File: src/verilog/fsq_pkg.sv
// Constants shared by the flash self-program sequencer.
// Assumes a 100 MHz core clock and a 32-bit APB register bus.
package fsq_pkg;
	// ------------------------------------------------------------
	// Register map (byte addresses)
	// ------------------------------------------------------------
	localparam logic [7:0] FSQ_CTRL_OFS   = 8'h00;
	localparam logic [7:0] FSQ_UNLOCK_OFS = 8'h04;
	localparam logic [7:0] FSQ_PTR_OFS    = 8'h08;
	localparam logic [7:0] FSQ_LATCH_OFS  = 8'h0C;
	localparam logic [7:0] FSQ_OP_OFS     = 8'h10;
	localparam logic [7:0] FSQ_STAT_OFS   = 8'h14;
	// ------------------------------------------------------------
	// Control fields
	// ------------------------------------------------------------
	localparam int CTRL_REGION_BIT = 7;
	localparam int CTRL_CFG_BIT    = 6;
	localparam int CTRL_ERASE_BIT  = 4;
	localparam int CTRL_ABORT_BIT  = 3;
	localparam int CTRL_PEN_BIT    = 2;
	localparam int CTRL_GO_BIT     = 1;
	localparam int STAT_DONE_BIT   = 4;
	localparam int OP_STORE_BIT    = 2;
	// ------------------------------------------------------------
	// Pointer fetch/store variants and unlock keys
	// ------------------------------------------------------------
	localparam logic [1:0] VAR_KEEP    = 2'h0;
	localparam logic [1:0] VAR_POSTINC = 2'h1;
	localparam logic [1:0] VAR_POSTDEC = 2'h2;
	localparam logic [1:0] VAR_PREINC  = 2'h3;
	localparam logic [7:0] UNLOCK_KEY1 = 8'h55;
	localparam logic [7:0] UNLOCK_KEY2 = 8'hAA;
	localparam logic [7:0] HOLD_BLANK  = 8'hFF;
	// ------------------------------------------------------------
	// Geometry and timing
	// ------------------------------------------------------------
	localparam int PTR_W      = 22;
	localparam int ROW_LSB    = 6;
	localparam int ROW_W      = 16;
	localparam int ROW_BYTES  = 64;
	localparam int CLK_MHZ    = 100;
	localparam int EP_TIME_US = 1000;
	typedef enum logic [1:0] {
		SEQ_IDLE = 2'b00,
		SEQ_RUN  = 2'b01,
		SEQ_WAIT = 2'b11,
		SEQ_DONE = 2'b10
	} fsq_seq_e;
endpackage : fsq_pkg

File: src/verilog/fsq_sequencer.sv
// Flash self-program sequencer: byte fetch, row erase, row program.
// Assumes an APB master, a flash macro with one-cycle read latency,
// and a power-on reset separate from the device reset.
//
// Summary of operation
// - Table fetch moves one byte only
// - Fetch copies pointed byte into latch
// - Pointer bit zero picks word half
// - Erase unit is one 64-byte row
// - No bulk erase beyond one row
// - Erase row from pointer bits 21:6
// - Erase needs region, enable, erase select
// - Start only after 55h, AAh unlock
// - Go after unlock with erase starts erase
// - Stall core until programming timer ends
// - Program unit is one 64-byte row
// - Sixty-four holding bytes loaded from latch
// - Store op writes holding register only
// - Holding bytes blank on reset, after program
// - Blank holding byte leaves flash unchanged
// - Go cleared by hardware at completion
// - Done flag set at completion, software clears
// - Low bits pick holding byte, high row
// - Abort flag on device reset mid-write or improper start
//
// Decided for this implementation: the placing of the registers and the APB slave port.
`timescale 1ns/1ps
module fsq_sequencer
	import fsq_pkg::*;
#(
	parameter int EP_CYCLES = EP_TIME_US * CLK_MHZ
) (
	// Clock and resets
	input  wire logic             pclk,
	input  wire logic             presetn,
	input  wire logic             por_n,
	// APB slave
	input  wire logic             psel,
	input  wire logic             penable,
	input  wire logic             pwrite,
	input  wire logic [7:0]       paddr,
	input  wire logic [31:0]      pwdata,
	output logic      [31:0]      prdata,
	output logic                  pready,
	output logic                  pslverr,
	// Core stall
	output logic                  cpu_stall,
	// Flash macro read port
	output logic                  fl_rd_en,
	output logic      [PTR_W-2:0] fl_rd_addr,
	input  wire logic [15:0]      fl_rdata,
	// Flash macro erase and program port
	output logic                  fl_erase,
	output logic      [ROW_W-1:0] fl_row,
	output logic                  fl_wr_en,
	output logic      [PTR_W-1:0] fl_wr_addr,
	output logic      [7:0]       fl_wr_data
);
	// ------------------------------------------------------------
	// Helpers
	// ------------------------------------------------------------
	localparam logic [31:0] EP_CNT = 32'(EP_CYCLES);
	localparam logic [5:0]  LAST_IDX = 6'(ROW_BYTES - 1);

	// Modify only the low 21 bits; bit 21 selects id/config space
	function automatic logic [PTR_W-1:0] ptr_step(input logic [PTR_W-1:0] p,
			input logic dec);
		logic [PTR_W-2:0] lo;
		lo = dec ? p[PTR_W-2:0] - 1'b1 : p[PTR_W-2:0] + 1'b1;
		ptr_step = {p[PTR_W-1], lo};
	endfunction : ptr_step

	// ------------------------------------------------------------
	// State
	// ------------------------------------------------------------
	logic [PTR_W-1:0] ptr_r;
	logic [7:0]       latch_r;
	logic [7:0]       hold_r [ROW_BYTES];
	logic             region_r;
	logic             cfg_r;
	logic             erase_r;
	logic             pen_r;
	logic             go_r;
	logic             abort_r;
	logic             done_r;
	logic             was_busy_r;
	logic             boot_chk_r;
	logic             busy_q_r;
	logic [1:0]       unl_r;
	logic [1:0]       fst_r;
	logic [1:0]       fvar_r;
	logic [5:0]       idx_r;
	logic [31:0]      tmr_r;
	fsq_seq_e         seq_r;

	// ------------------------------------------------------------
	// Bus decode
	// ------------------------------------------------------------
	logic busy;
	logic setup;
	logic acc;
	logic done_acc;
	logic wr_done;
	logic is_op;
	logic is_fetch;
	logic mapped;
	logic go_req;
	logic start_ok;
	logic [PTR_W-1:0] eff_ptr;
	logic [PTR_W-1:0] post_ptr;

	assign busy     = (seq_r != SEQ_IDLE);
	assign setup    = psel & ~penable;
	assign acc      = psel & penable;
	assign is_op    = pwrite & (paddr == FSQ_OP_OFS);
	assign is_fetch = is_op & ~pwdata[OP_STORE_BIT];
	// Stalled core waits out the long write, plus one cycle to refresh prdata
	assign pready   = ~busy & ~busy_q_r & (~is_fetch | fst_r == 2'h3);
	assign done_acc = acc & pready;
	assign wr_done  = done_acc & pwrite;
	assign mapped   = paddr == FSQ_CTRL_OFS || paddr == FSQ_UNLOCK_OFS ||
		paddr == FSQ_PTR_OFS || paddr == FSQ_LATCH_OFS ||
		paddr == FSQ_OP_OFS || paddr == FSQ_STAT_OFS;
	assign pslverr  = done_acc & ~mapped;
	assign cpu_stall = busy;

	assign go_req = wr_done & (paddr == FSQ_CTRL_OFS) &
		pwdata[CTRL_GO_BIT] & ~go_r;
	// Target must be program memory, writes enabled, unlock armed
	assign start_ok = (unl_r == 2'h2) & pen_r & region_r & ~cfg_r;

	// Pre-increment applies before the byte is used
	assign eff_ptr  = (pwdata[1:0] == VAR_PREINC) ? ptr_step(ptr_r, 1'b0) : ptr_r;
	always_comb begin
		unique case (pwdata[1:0])
			VAR_POSTINC: post_ptr = ptr_step(eff_ptr, 1'b0);
			VAR_POSTDEC: post_ptr = ptr_step(eff_ptr, 1'b1);
			default:     post_ptr = eff_ptr;
		endcase
	end

	// ------------------------------------------------------------
	// Read data
	// ------------------------------------------------------------
	always_ff @(posedge pclk or negedge presetn) begin
		if (!presetn) begin
			prdata <= 32'h0;
		end else if ((setup || (acc && !pready)) && !pwrite) begin
			unique case (paddr)
				FSQ_CTRL_OFS: prdata <= 32'({region_r, cfg_r, 1'b0, erase_r,
					abort_r, pen_r, go_r, 1'b0});
				FSQ_PTR_OFS:   prdata <= 32'(ptr_r);
				FSQ_LATCH_OFS: prdata <= 32'(latch_r);
				FSQ_STAT_OFS:  prdata <= 32'({done_r, 4'h0});
				default:       prdata <= 32'h0;
			endcase
		end
	end

	// ------------------------------------------------------------
	// Unlock tracking
	// ------------------------------------------------------------
	always_ff @(posedge pclk or negedge presetn) begin
		if (!presetn) begin
			unl_r <= 2'h0;
		end else if (done_acc) begin
			if (pwrite && paddr == FSQ_UNLOCK_OFS && pwdata[7:0] == UNLOCK_KEY1)
				unl_r <= 2'h1;
			else if (pwrite && paddr == FSQ_UNLOCK_OFS &&
					pwdata[7:0] == UNLOCK_KEY2 && unl_r == 2'h1)
				unl_r <= 2'h2;
			else
				unl_r <= 2'h0;
		end
	end

	// ------------------------------------------------------------
	// Control bits
	// ------------------------------------------------------------
	// Memory selects survive device reset so a failed cycle is traceable
	always_ff @(posedge pclk or negedge por_n) begin
		if (!por_n) begin
			region_r <= 1'b0;
			cfg_r    <= 1'b0;
		end else if (wr_done && paddr == FSQ_CTRL_OFS && !go_r) begin
			region_r <= pwdata[CTRL_REGION_BIT];
			cfg_r    <= pwdata[CTRL_CFG_BIT];
		end
	end

	always_ff @(posedge pclk or negedge presetn) begin
		if (!presetn) begin
			pen_r   <= 1'b0;
			erase_r <= 1'b0;
		end else if (seq_r == SEQ_DONE) begin
			erase_r <= 1'b0;
		end else if (wr_done && paddr == FSQ_CTRL_OFS) begin
			pen_r   <= pwdata[CTRL_PEN_BIT];
			erase_r <= pwdata[CTRL_ERASE_BIT];
		end
	end

	// Software may only set go; hardware clears it
	always_ff @(posedge pclk or negedge presetn) begin
		if (!presetn)
			go_r <= 1'b0;
		else if (seq_r == SEQ_DONE)
			go_r <= 1'b0;
		else if (go_req && start_ok)
			go_r <= 1'b1;
	end

	// Tracks a long write across device reset
	always_ff @(posedge pclk or negedge por_n) begin
		if (!por_n)
			was_busy_r <= 1'b0;
		else if (!boot_chk_r || seq_r == SEQ_DONE)
			was_busy_r <= 1'b0;
		else if (go_req && start_ok)
			was_busy_r <= 1'b1;
	end
	always_ff @(posedge pclk or negedge presetn) begin
		if (!presetn) begin
			boot_chk_r <= 1'b0;
			busy_q_r   <= 1'b0;
		end else begin
			boot_chk_r <= 1'b1;
			busy_q_r   <= busy;
		end
	end
	always_ff @(posedge pclk or negedge por_n) begin
		if (!por_n)
			abort_r <= 1'b0;
		else if (!boot_chk_r && was_busy_r)
			abort_r <= 1'b1;
		else if (go_req)
			abort_r <= ~start_ok;
		else if (seq_r == SEQ_DONE)
			abort_r <= 1'b0;
	end
	// Set wins over a same-cycle write-one clear
	always_ff @(posedge pclk or negedge presetn) begin
		if (!presetn)
			done_r <= 1'b0;
		else if (seq_r == SEQ_DONE)
			done_r <= 1'b1;
		else if (wr_done && paddr == FSQ_STAT_OFS && pwdata[STAT_DONE_BIT])
			done_r <= 1'b0;
	end

	// ------------------------------------------------------------
	// Pointer, latch and byte fetch
	// ------------------------------------------------------------
	always_ff @(posedge pclk or negedge presetn) begin
		if (!presetn) begin
			fst_r  <= 2'h0;
			fvar_r <= VAR_KEEP;
		end else if (acc && is_fetch && !busy) begin
			unique case (fst_r)
				2'h0: begin
					fst_r  <= 2'h1;
					fvar_r <= pwdata[1:0];
				end
				2'h1: fst_r <= 2'h2;
				2'h2: fst_r <= 2'h3;
				2'h3: fst_r <= 2'h0;
			endcase
		end
	end

	always_ff @(posedge pclk or negedge presetn) begin
		if (!presetn) begin
			fl_rd_en   <= 1'b0;
			fl_rd_addr <= '0;
		end else begin
			fl_rd_en <= acc && is_fetch && !busy && fst_r == 2'h0;
			if (acc && is_fetch && !busy && fst_r == 2'h0)
				fl_rd_addr <= eff_ptr[PTR_W-1:1];
		end
	end

	always_ff @(posedge pclk or negedge presetn) begin
		if (!presetn) begin
			ptr_r <= '0;
		end else if (wr_done && paddr == FSQ_PTR_OFS) begin
			ptr_r <= pwdata[PTR_W-1:0];
		end else if (acc && is_fetch && !busy && fst_r == 2'h0) begin
			ptr_r <= eff_ptr;
		end else if (acc && is_fetch && !busy && fst_r == 2'h2) begin
			if (fvar_r == VAR_POSTINC)
				ptr_r <= ptr_step(ptr_r, 1'b0);
			else if (fvar_r == VAR_POSTDEC)
				ptr_r <= ptr_step(ptr_r, 1'b1);
		end else if (wr_done && is_op && pwdata[OP_STORE_BIT]) begin
			ptr_r <= post_ptr;
		end
	end

	always_ff @(posedge pclk or negedge presetn) begin
		if (!presetn)
			latch_r <= 8'h0;
		else if (acc && is_fetch && !busy && fst_r == 2'h2)
			latch_r <= ptr_r[0] ? fl_rdata[15:8] : fl_rdata[7:0];
		else if (wr_done && paddr == FSQ_LATCH_OFS)
			latch_r <= pwdata[7:0];
	end

	// ------------------------------------------------------------
	// Holding registers
	// ------------------------------------------------------------
	// Store op is a short write: array untouched until go
	always_ff @(posedge pclk or negedge presetn) begin
		if (!presetn) begin
			for (int i = 0; i < ROW_BYTES; i++)
				hold_r[i] <= HOLD_BLANK;
		end else if (seq_r == SEQ_DONE && !erase_r) begin
			for (int i = 0; i < ROW_BYTES; i++)
				hold_r[i] <= HOLD_BLANK;
		end else if (wr_done && is_op && pwdata[OP_STORE_BIT]) begin
			hold_r[eff_ptr[ROW_LSB-1:0]] <= latch_r;
		end
	end

	// ------------------------------------------------------------
	// Long write sequence
	// ------------------------------------------------------------
	always_ff @(posedge pclk or negedge presetn) begin
		if (!presetn) begin
			seq_r <= SEQ_IDLE;
			idx_r <= 6'h0;
			tmr_r <= 32'h0;
		end else begin
			unique case (seq_r)
				SEQ_IDLE: if (go_req && start_ok) begin
					seq_r <= SEQ_RUN;
					idx_r <= 6'h0;
				end
				SEQ_RUN: if (erase_r || idx_r == LAST_IDX) begin
					seq_r <= SEQ_WAIT;
					tmr_r <= EP_CNT;
				end else begin
					idx_r <= idx_r + 1'b1;
				end
				SEQ_WAIT: begin
					tmr_r <= tmr_r - 1'b1;
					if (tmr_r <= 32'h1)
						seq_r <= SEQ_DONE;
				end
				SEQ_DONE: seq_r <= SEQ_IDLE;
			endcase
		end
	end

	// Whole-row erase only; no wider or narrower erase exists
	always_ff @(posedge pclk or negedge presetn) begin
		if (!presetn) begin
			fl_erase <= 1'b0;
			fl_row   <= '0;
		end else begin
			fl_erase <= seq_r == SEQ_RUN && erase_r;
			if (seq_r == SEQ_IDLE)
				fl_row <= ptr_r[PTR_W-1:ROW_LSB];
		end
	end

	// Blank holding bytes are skipped, so bits only ever clear
	always_ff @(posedge pclk or negedge presetn) begin
		if (!presetn) begin
			fl_wr_en   <= 1'b0;
			fl_wr_addr <= '0;
			fl_wr_data <= 8'h0;
		end else begin
			fl_wr_en   <= seq_r == SEQ_RUN && !erase_r &&
				hold_r[idx_r] != HOLD_BLANK;
			fl_wr_addr <= {fl_row, idx_r};
			fl_wr_data <= hold_r[idx_r];
		end
	end

endmodule : fsq_sequencer

File: config.mk
export PLATFORM = sky130hd
export DESIGN_NAME = fsq_sequencer
export DESIGN_NICKNAME = d
export VERILOG_FILES = /design/src/verilog/fsq_pkg.sv /design/src/verilog/fsq_sequencer.sv
export SDC_FILE = /design/constraint.sdc
export NUM_CORES = 2
export LEC_CHECK = 0
export ABC_AREA = 1
export BUFFER_PORTS_ARGS = -buffer_cell sky130_fd_sc_hd__buf_4
export CAP_MARGIN = 20
export CORE_ASPECT_RATIO = 0.9
export CORE_UTILIZATION = 45
export CTS_BUF_LIST = sky130_fd_sc_hd__clkbuf_8
export CTS_CLUSTER_DIAMETER = 100
export DETAILED_ROUTE_END_ITERATION = 16
export GPL_TIMING_DRIVEN = 1
export PLACE_DENSITY = 0.57
export REMOVE_ABC_BUFFERS = 1
export SYNTH_ARGS = -nofsm -noshare
export SYNTH_HDL_FRONTEND = slang
export SYNTH_SLANG_ARGS = --single-unit
File: constraint.sdc
create_clock -name pclk -period 3.9 [get_ports pclk]
set_clock_uncertainty 0.15 [all_clocks]
set_input_delay 0.39 -clock pclk [delete_from_list [all_inputs] [get_ports pclk]]
set_output_delay 0.39 -clock pclk [all_outputs]
set_load 0.1 [all_outputs]
Yosys cells after proc, flatten, opt, wreduce, memory -nomap -nowiden --
Cells that the tools add are included.
Operators by class: eq/ne operators 28, add/sub/neg operators 6, order comparisons 4, reduce and logical (&&, ||, !) cells 61, muxes and demuxes 42, bitwise logic cells 28
Operators by type and width (count):
- $mux 512 | 2
- $bwmux 512 | 1
- $mux 22 | 4
- $pmux 22 s4 | 1
- $pmux 32 s2 | 1
- $mux 21 | 3
- $bmux 8 s6 | 1
- $demux 8 s6 | 1
- $mux 8 | 6
- $add 21x1->21 const B | 2
- $pmux 21 s2 | 1
- $sub 21x1->21 const B | 2
- $le 32x1->1 const B | 1
- $mux 32 | 1
- $sub 32x1->32 const B | 1
- $logic_and 1x1->1 | 25
- $reduce_bool 2->1 | 9
- $eq 2x2->1 const B | 8
- $eq 8x4->1 const B | 2
- $eq 8x5->1 const B | 2
- $pmux 2 s4 | 2
- $and 1x1->1 | 15
- $ge 7x7->1 const B | 2
- $not 6->7 | 2
- other kinds (25) | 74
Storage, ports and cells: word-level logic and storage cells 260, bits of input ports 62, bits in registers 700

Depth between registers and ports, before layout --
word-level depth 14, gate-level depth with buffers 29, mapped depth without buffers 28

Worst setup path before layout --
OpenSTA, ideal clock, no wires.
path type reg-to-output, start reg seq_r[1], end out pslverr, path slack -354 ps, arrival time 3714 ps, cell stages (with the launch flop) 8, cells stage by stage dfrtp_1 -> nor2_4 -> inv_2 -> nor2_1 -> nand2_1 -> inv_2 -> nand2_4 -> a311oi_1
Between the ends: cells in the longest elaborated chain, start to end 6
RTL lines:
- from (decl) | line fsq_sequencer.sv:94 | fsq_seq_e seq_r;
- from (signal assigned) | line fsq_sequencer.sv:329 | seq_r <= SEQ_IDLE;
- from (signal assigned) | line fsq_sequencer.sv:335 | seq_r <= SEQ_RUN;
- from (signal assigned) | line fsq_sequencer.sv:339 | seq_r <= SEQ_WAIT;
- $reduce_bool 2->1 | line fsq_sequencer.sv:112 | assign busy = (seq_r != SEQ_IDLE);
- $not 1->1 | line fsq_sequencer.sv:118 | assign pready = ~busy & ~busy_q_r & (~is_fetch | fst_r == 2'h3);
- $and 1x1->1 (2 in series) | line fsq_sequencer.sv:118
- named net pready | line fsq_sequencer.sv:44 | output logic pready,
- $and 1x1->1 | line fsq_sequencer.sv:119 | assign done_acc = acc & pready;
- $and 1x1->1 | line fsq_sequencer.sv:124 | assign pslverr = done_acc & ~mapped;
- to (decl) | line fsq_sequencer.sv:45 | output logic pslverr,
The timed path passes the listed nets, and every way through them passes these cells.

Final worst setup path --
start reg ptr_r[1], end reg ptr_r[17]
Between the ends: cells in the longest elaborated chain, start to end 8, elaborated cells between the ends (all ways) 12
RTL lines:
- from (decl) | line fsq_sequencer.sv:76 | logic [PTR_W-1:0] ptr_r;
- from (signal assigned) | line fsq_sequencer.sv:286 | ptr_r <= pwdata[PTR_W-1:0];
- from (signal assigned) | line fsq_sequencer.sv:288 | ptr_r <= eff_ptr;
- from (signal assigned) | line fsq_sequencer.sv:291 | ptr_r <= ptr_step(ptr_r, 1'b0);
- $add 21x1->21 *
- $mux 21 * | line fsq_sequencer.sv:133 | assign eff_ptr = (pwdata[1:0] == VAR_PREINC) ? ptr_step(ptr_r, 1'b0) : ptr_r;
- named net eff_ptr[10] | line fsq_sequencer.sv:109 | logic [PTR_W-1:0] eff_ptr;
- $sub 21x1->21 / $add 21x1->21 (equally long branches)
- $pmux 21 s2 * | line fsq_sequencer.sv:135 | unique case (pwdata[1:0])
- $mux 22 * | line fsq_sequencer.sv:294 | end else if (wr_done && is_op && pwdata[OP_STORE_BIT]) begin
- $mux 22 * | line fsq_sequencer.sv:289 | end else if (acc && is_fetch && !busy && fst_r == 2'h2) begin
- $mux 22 * | line fsq_sequencer.sv:287 | end else if (acc && is_fetch && !busy && fst_r == 2'h0) begin
- $mux 22 * | line fsq_sequencer.sv:285 | end else if (wr_done && paddr == FSQ_PTR_OFS) begin
Mark *: on every way through the listed nets, which the timed path passes. The rest lies on a longest branch. The select of a mux whose other input is x is not followed. A chain may end at the register's enable or synchronous reset.

==> key figures <==
STA
  – Worst slew pin tran: 0.915 ns
  – Fin crit share: 92.7%
  – Tmin final: 3.61 ns
  – Max-slew violations: 0
  – Final setup viols: 0
  – Slew Limit Headroom: 38.6%
  – RSZ-0062 raised after global routing: false
  – Final hold vios: 0
  – FMAX: 0.277 GHz

Route
  – Number of antenna-violating nets in the routed design: 0
  – Drt pass-1 iters: 5
  – Iter 0 DRT Violations: 2535
  – Routed wire per std cell: 19.5 um
  – Routed vias: 30.2k
  – Via/cell ratio: 5.38
  – DRC: 0
  – Final wirelength: 110000 um

Yosys
  – Post-synth ARST share: 100%
  – Synth Flop Type: dfstp_2
  – Post-synth EDFFs: 0
  – Yosys top cell area share: 38.5%
  – Number of synthesized register bits: 690
  – Post-Syn Area: 34900 um2
  – Mapped Cells: 4319
  – Sequential share of the synthesized area: 51.3%
  – Avg Cell Area, Syn: 8.08 um2
  – Leading area contributor after synthesis: dfstp_2
  – Count of cell types in the netlist: 57
  – Largest cells by area after synthesis: dfstp_2 39%, dfrtp_1 13%, nor2_1 9.8%
  – Ys Warns: 0

Place
  – Gp weighted congestion: 0.917
  – Area after DPL: 37200 um2
  – Buffers added on ports: 146
  – DP HPWL: 71100 um

Final layout
  – Filler cell count: 7476
  – Layout Nets: 4565
  – Final core occ: 52.6%
  – Area Growth Syn to Fin: 15.2%
  – Share of layout cells above drive strength 1: 23.8%
  – Most common cell after layout, fill and taps aside: nor2_1
  – Layout Cell Area excl Fill: 40200 um2
  – Commonest non-fill, non-tap cells in the layout: 915 x nor2_1, 629 x nand2_1, 579 x a21oi_1

Critical path
  – R2R Path End: ptr_r[17]
  – Worst path depth: 22
  – End point of the critical path: ptr_r[17]
  – FF-to-FF setup slack: 0.29 ns
  – Worst Path Max Fanout: 6
  – Delay-heaviest family, CP: simple AND/OR/NAND/NOR gates
  – CP max stage delay: 0.46 ns
  – R2r startpoint: ptr_r[1]
  – CP Capture Type: register
  – Setup crit start kind: register
  – Critical path arrival: 4.13 ns
  – Worst EP required: 4.41 ns
  – Worst Setup SP: ptr_r[1]
  – Critical Path, Cell by Cell: ha_2 -> nand2_2 -> nor2_4 -> nand2_2 -> o31ai_1 -> nand3_1 -> o21ai_1 -> ha_1 -> a21oi_1 -> nor2_1 -> nor2_1 -> nor2_1 -> nor2_1 -> nand2_1 -> nand2_1 -> nand3_1 -> nand2_1 -> nand2_1 -> nand2_1 -> nand2_1 -> nand2_1 -> nand2_1
  – Buf/Inv on CP: 0
  – CP max stage cell: dfrtp_1
  – Most used cell, CP: nand2_1
  – Worst setup path class: reg -> reg
  – R2r worst-path depth: 22

Run status
  – Status: complete, no violations

Pwr
  – Worst vdd ir: 0.300 mV
  – Power per cell area: 364 nW/um2
  – Overall power: 14.7 mW
  – Static leakage: 17.5 nW

Clock tree
  – Root buffer cell: clkbuf_8
  – CTS tree: built
  – Htree depth: 3
  – CTS Buffer Depth: 3
  – Worst-skew pair later-pin latency: 0.78 ns
  – Clock sink count: 690
  – Worst-path clk slew: 0.06 ns
  – Cts bufs inserted: 118

Floorplanning
  – Starting density of the core: 45.6%
  – Cell Rows: 96
  – Chip width: 296 um
  – Die area: 78700 um2
  – Area of the core: 76500 um2
  – I/O pin count: 167
  – Vert. Die Dim: 266 um

Global route
  – Number of global-route vias before repair: 28.7k
  – Initial antenna violation count: 1
  – First-pass GRT wire length: 171000 um
  – Gr ovfl total: 0
  – Global Route Usage Sum: 28.2%
  – Largest net degree at the start of global routing: 109

Min path
  – HP Class: in -> reg

Run
  – Max_cap viols: 0
-- cell families after synthesis --
group,after synthesis,synth area share (%)
buffers and inverters,506,6.08
adders and majority gates,26,0.953
muxes,1,0.0287
other,2,0.0215
DFF,690,51.3
and+or+nand+nor,1863,22.3
AOI/OAI and AO/OA,1210,18.8
xor gates and xnor gates,21,0.527
-- worst register-to-register path: stages (launching register included) --
cell and delay (ns):
dfrtp_1 0.46, ha_2 0.31, nand2_2 0.13, nor2_4 0.14, nand2_2 0.12, o31ai_1 0.27, nand3_1 0.10, o21ai_1 0.28
ha_1 0.37, a21oi_1 0.21, nor2_1 0.07, nor2_1 0.16, nor2_1 0.07, nor2_1 0.12, nand2_1 0.06, nand2_1 0.05
nand3_1 0.07, nand2_1 0.11, nand2_1 0.05, nand2_1 0.05, nand2_1 0.06, nand2_1 0.05, nand2_1 0.04
-- where the power goes --
| group | switching, mW | internal [mW] |
|---|---|---|
| Sequential | 0.000732 | 7.19 |
| Combinational | 0.373 | 0.152 |
| Clock | 3.18 | 3.76 |
-- area by class of cell --
cell class | count | area, um2 | share of cell area, %
tap | 1029 | 1290 | 3.20
clock inverter | 69 | 440 | 1.10
inverter | 221 | 840 | 2.09
sequential | 690 | 17900 | 44.5
multi-input combinational | 3132 | 14900 | 37.1
antenna | 1 | 2.50 | 0.00622
timing repair buffer | 314 | 2730 | 6.79
clock buffer | 151 | 2080 | 5.17
-- worst min-delay path by stage --
stage	endpoint	cells after the start	slack (ns)	from
global placement	was_busy_r	1	0.05	por_n
CTS	done_r	7	0.004	paddr[3]
floorplan	abort_r	0	-0.06	por_n
finish	latch_r[5]	5	0.06	fl_rdata[5]
global route	latch_r[5]	5	0.06	fl_rdata[13]
detailed placement	region_r	1	0.05	por_n
-- per-layer routing --
| layer | wire [um] | track usage (%) | vias up |
|---|---|---|---|
| met5 | 0 | 0 | - |
| met4 | 3150 | 8.75 | 0 |
| met3 | 7050 | 5.36 | 175 |
| met2 | 46800 | 40.7 | 887 |
| met1 | 52600 | 42.3 | 14300 |
| li1 | - | - | 14800 |
-- stage by stage --
stage | instances | setup TNS (ns) | hold slack (ns) | setup slack (ns)
final | 5607 | 0 | 0.0566 | 0.286
after global routing | 5607 | 0 | 0.0609 | 0.0525
after CTS | 5601 | 0 | 0.00362 | 0.238
after detailed placement | 5339 | 0 | 0.0479 | 0.249
after global placement | 5339 | 0 | 0.0498 | 0.277
after floorplan | 4043 | -126.22 | -0.0556 | -6.21
-- cells in the mapped netlist (all sizes together) (6+ instances only) --
master  instances
xor2           19
o31ai          20
nand2         655
nor4            9
ha             25
clkbuf        180
inv           215
o21ai         422
a21oi         580
nor3           38
dfstp         512
o22ai          88
nor2          950
nand4          44
o221ai         51
clkinv          6
dfrtp         178
buf           105
nand3         154
o211ai         30
-- sequential cells by signal (all words and copies together), names as in the netlist, 6 cells and up --
signal and cells:
ptr_r 22, fl_rd_addr 21, fl_wr_addr 22, prdata 22
latch_r 8, tmr_r 32, idx_r 6, fl_row 16
fl_wr_data 8, hold_r 512
-- repair_timing --
action,4_1_cts,5_1_grt
resized for setup,0,2
endpoints found under the setup margin,0,5
hold endpoints to repair,170,0
hold buffers,42,0
buffers inserted,0,4
(Power assumes the default switching activity.)
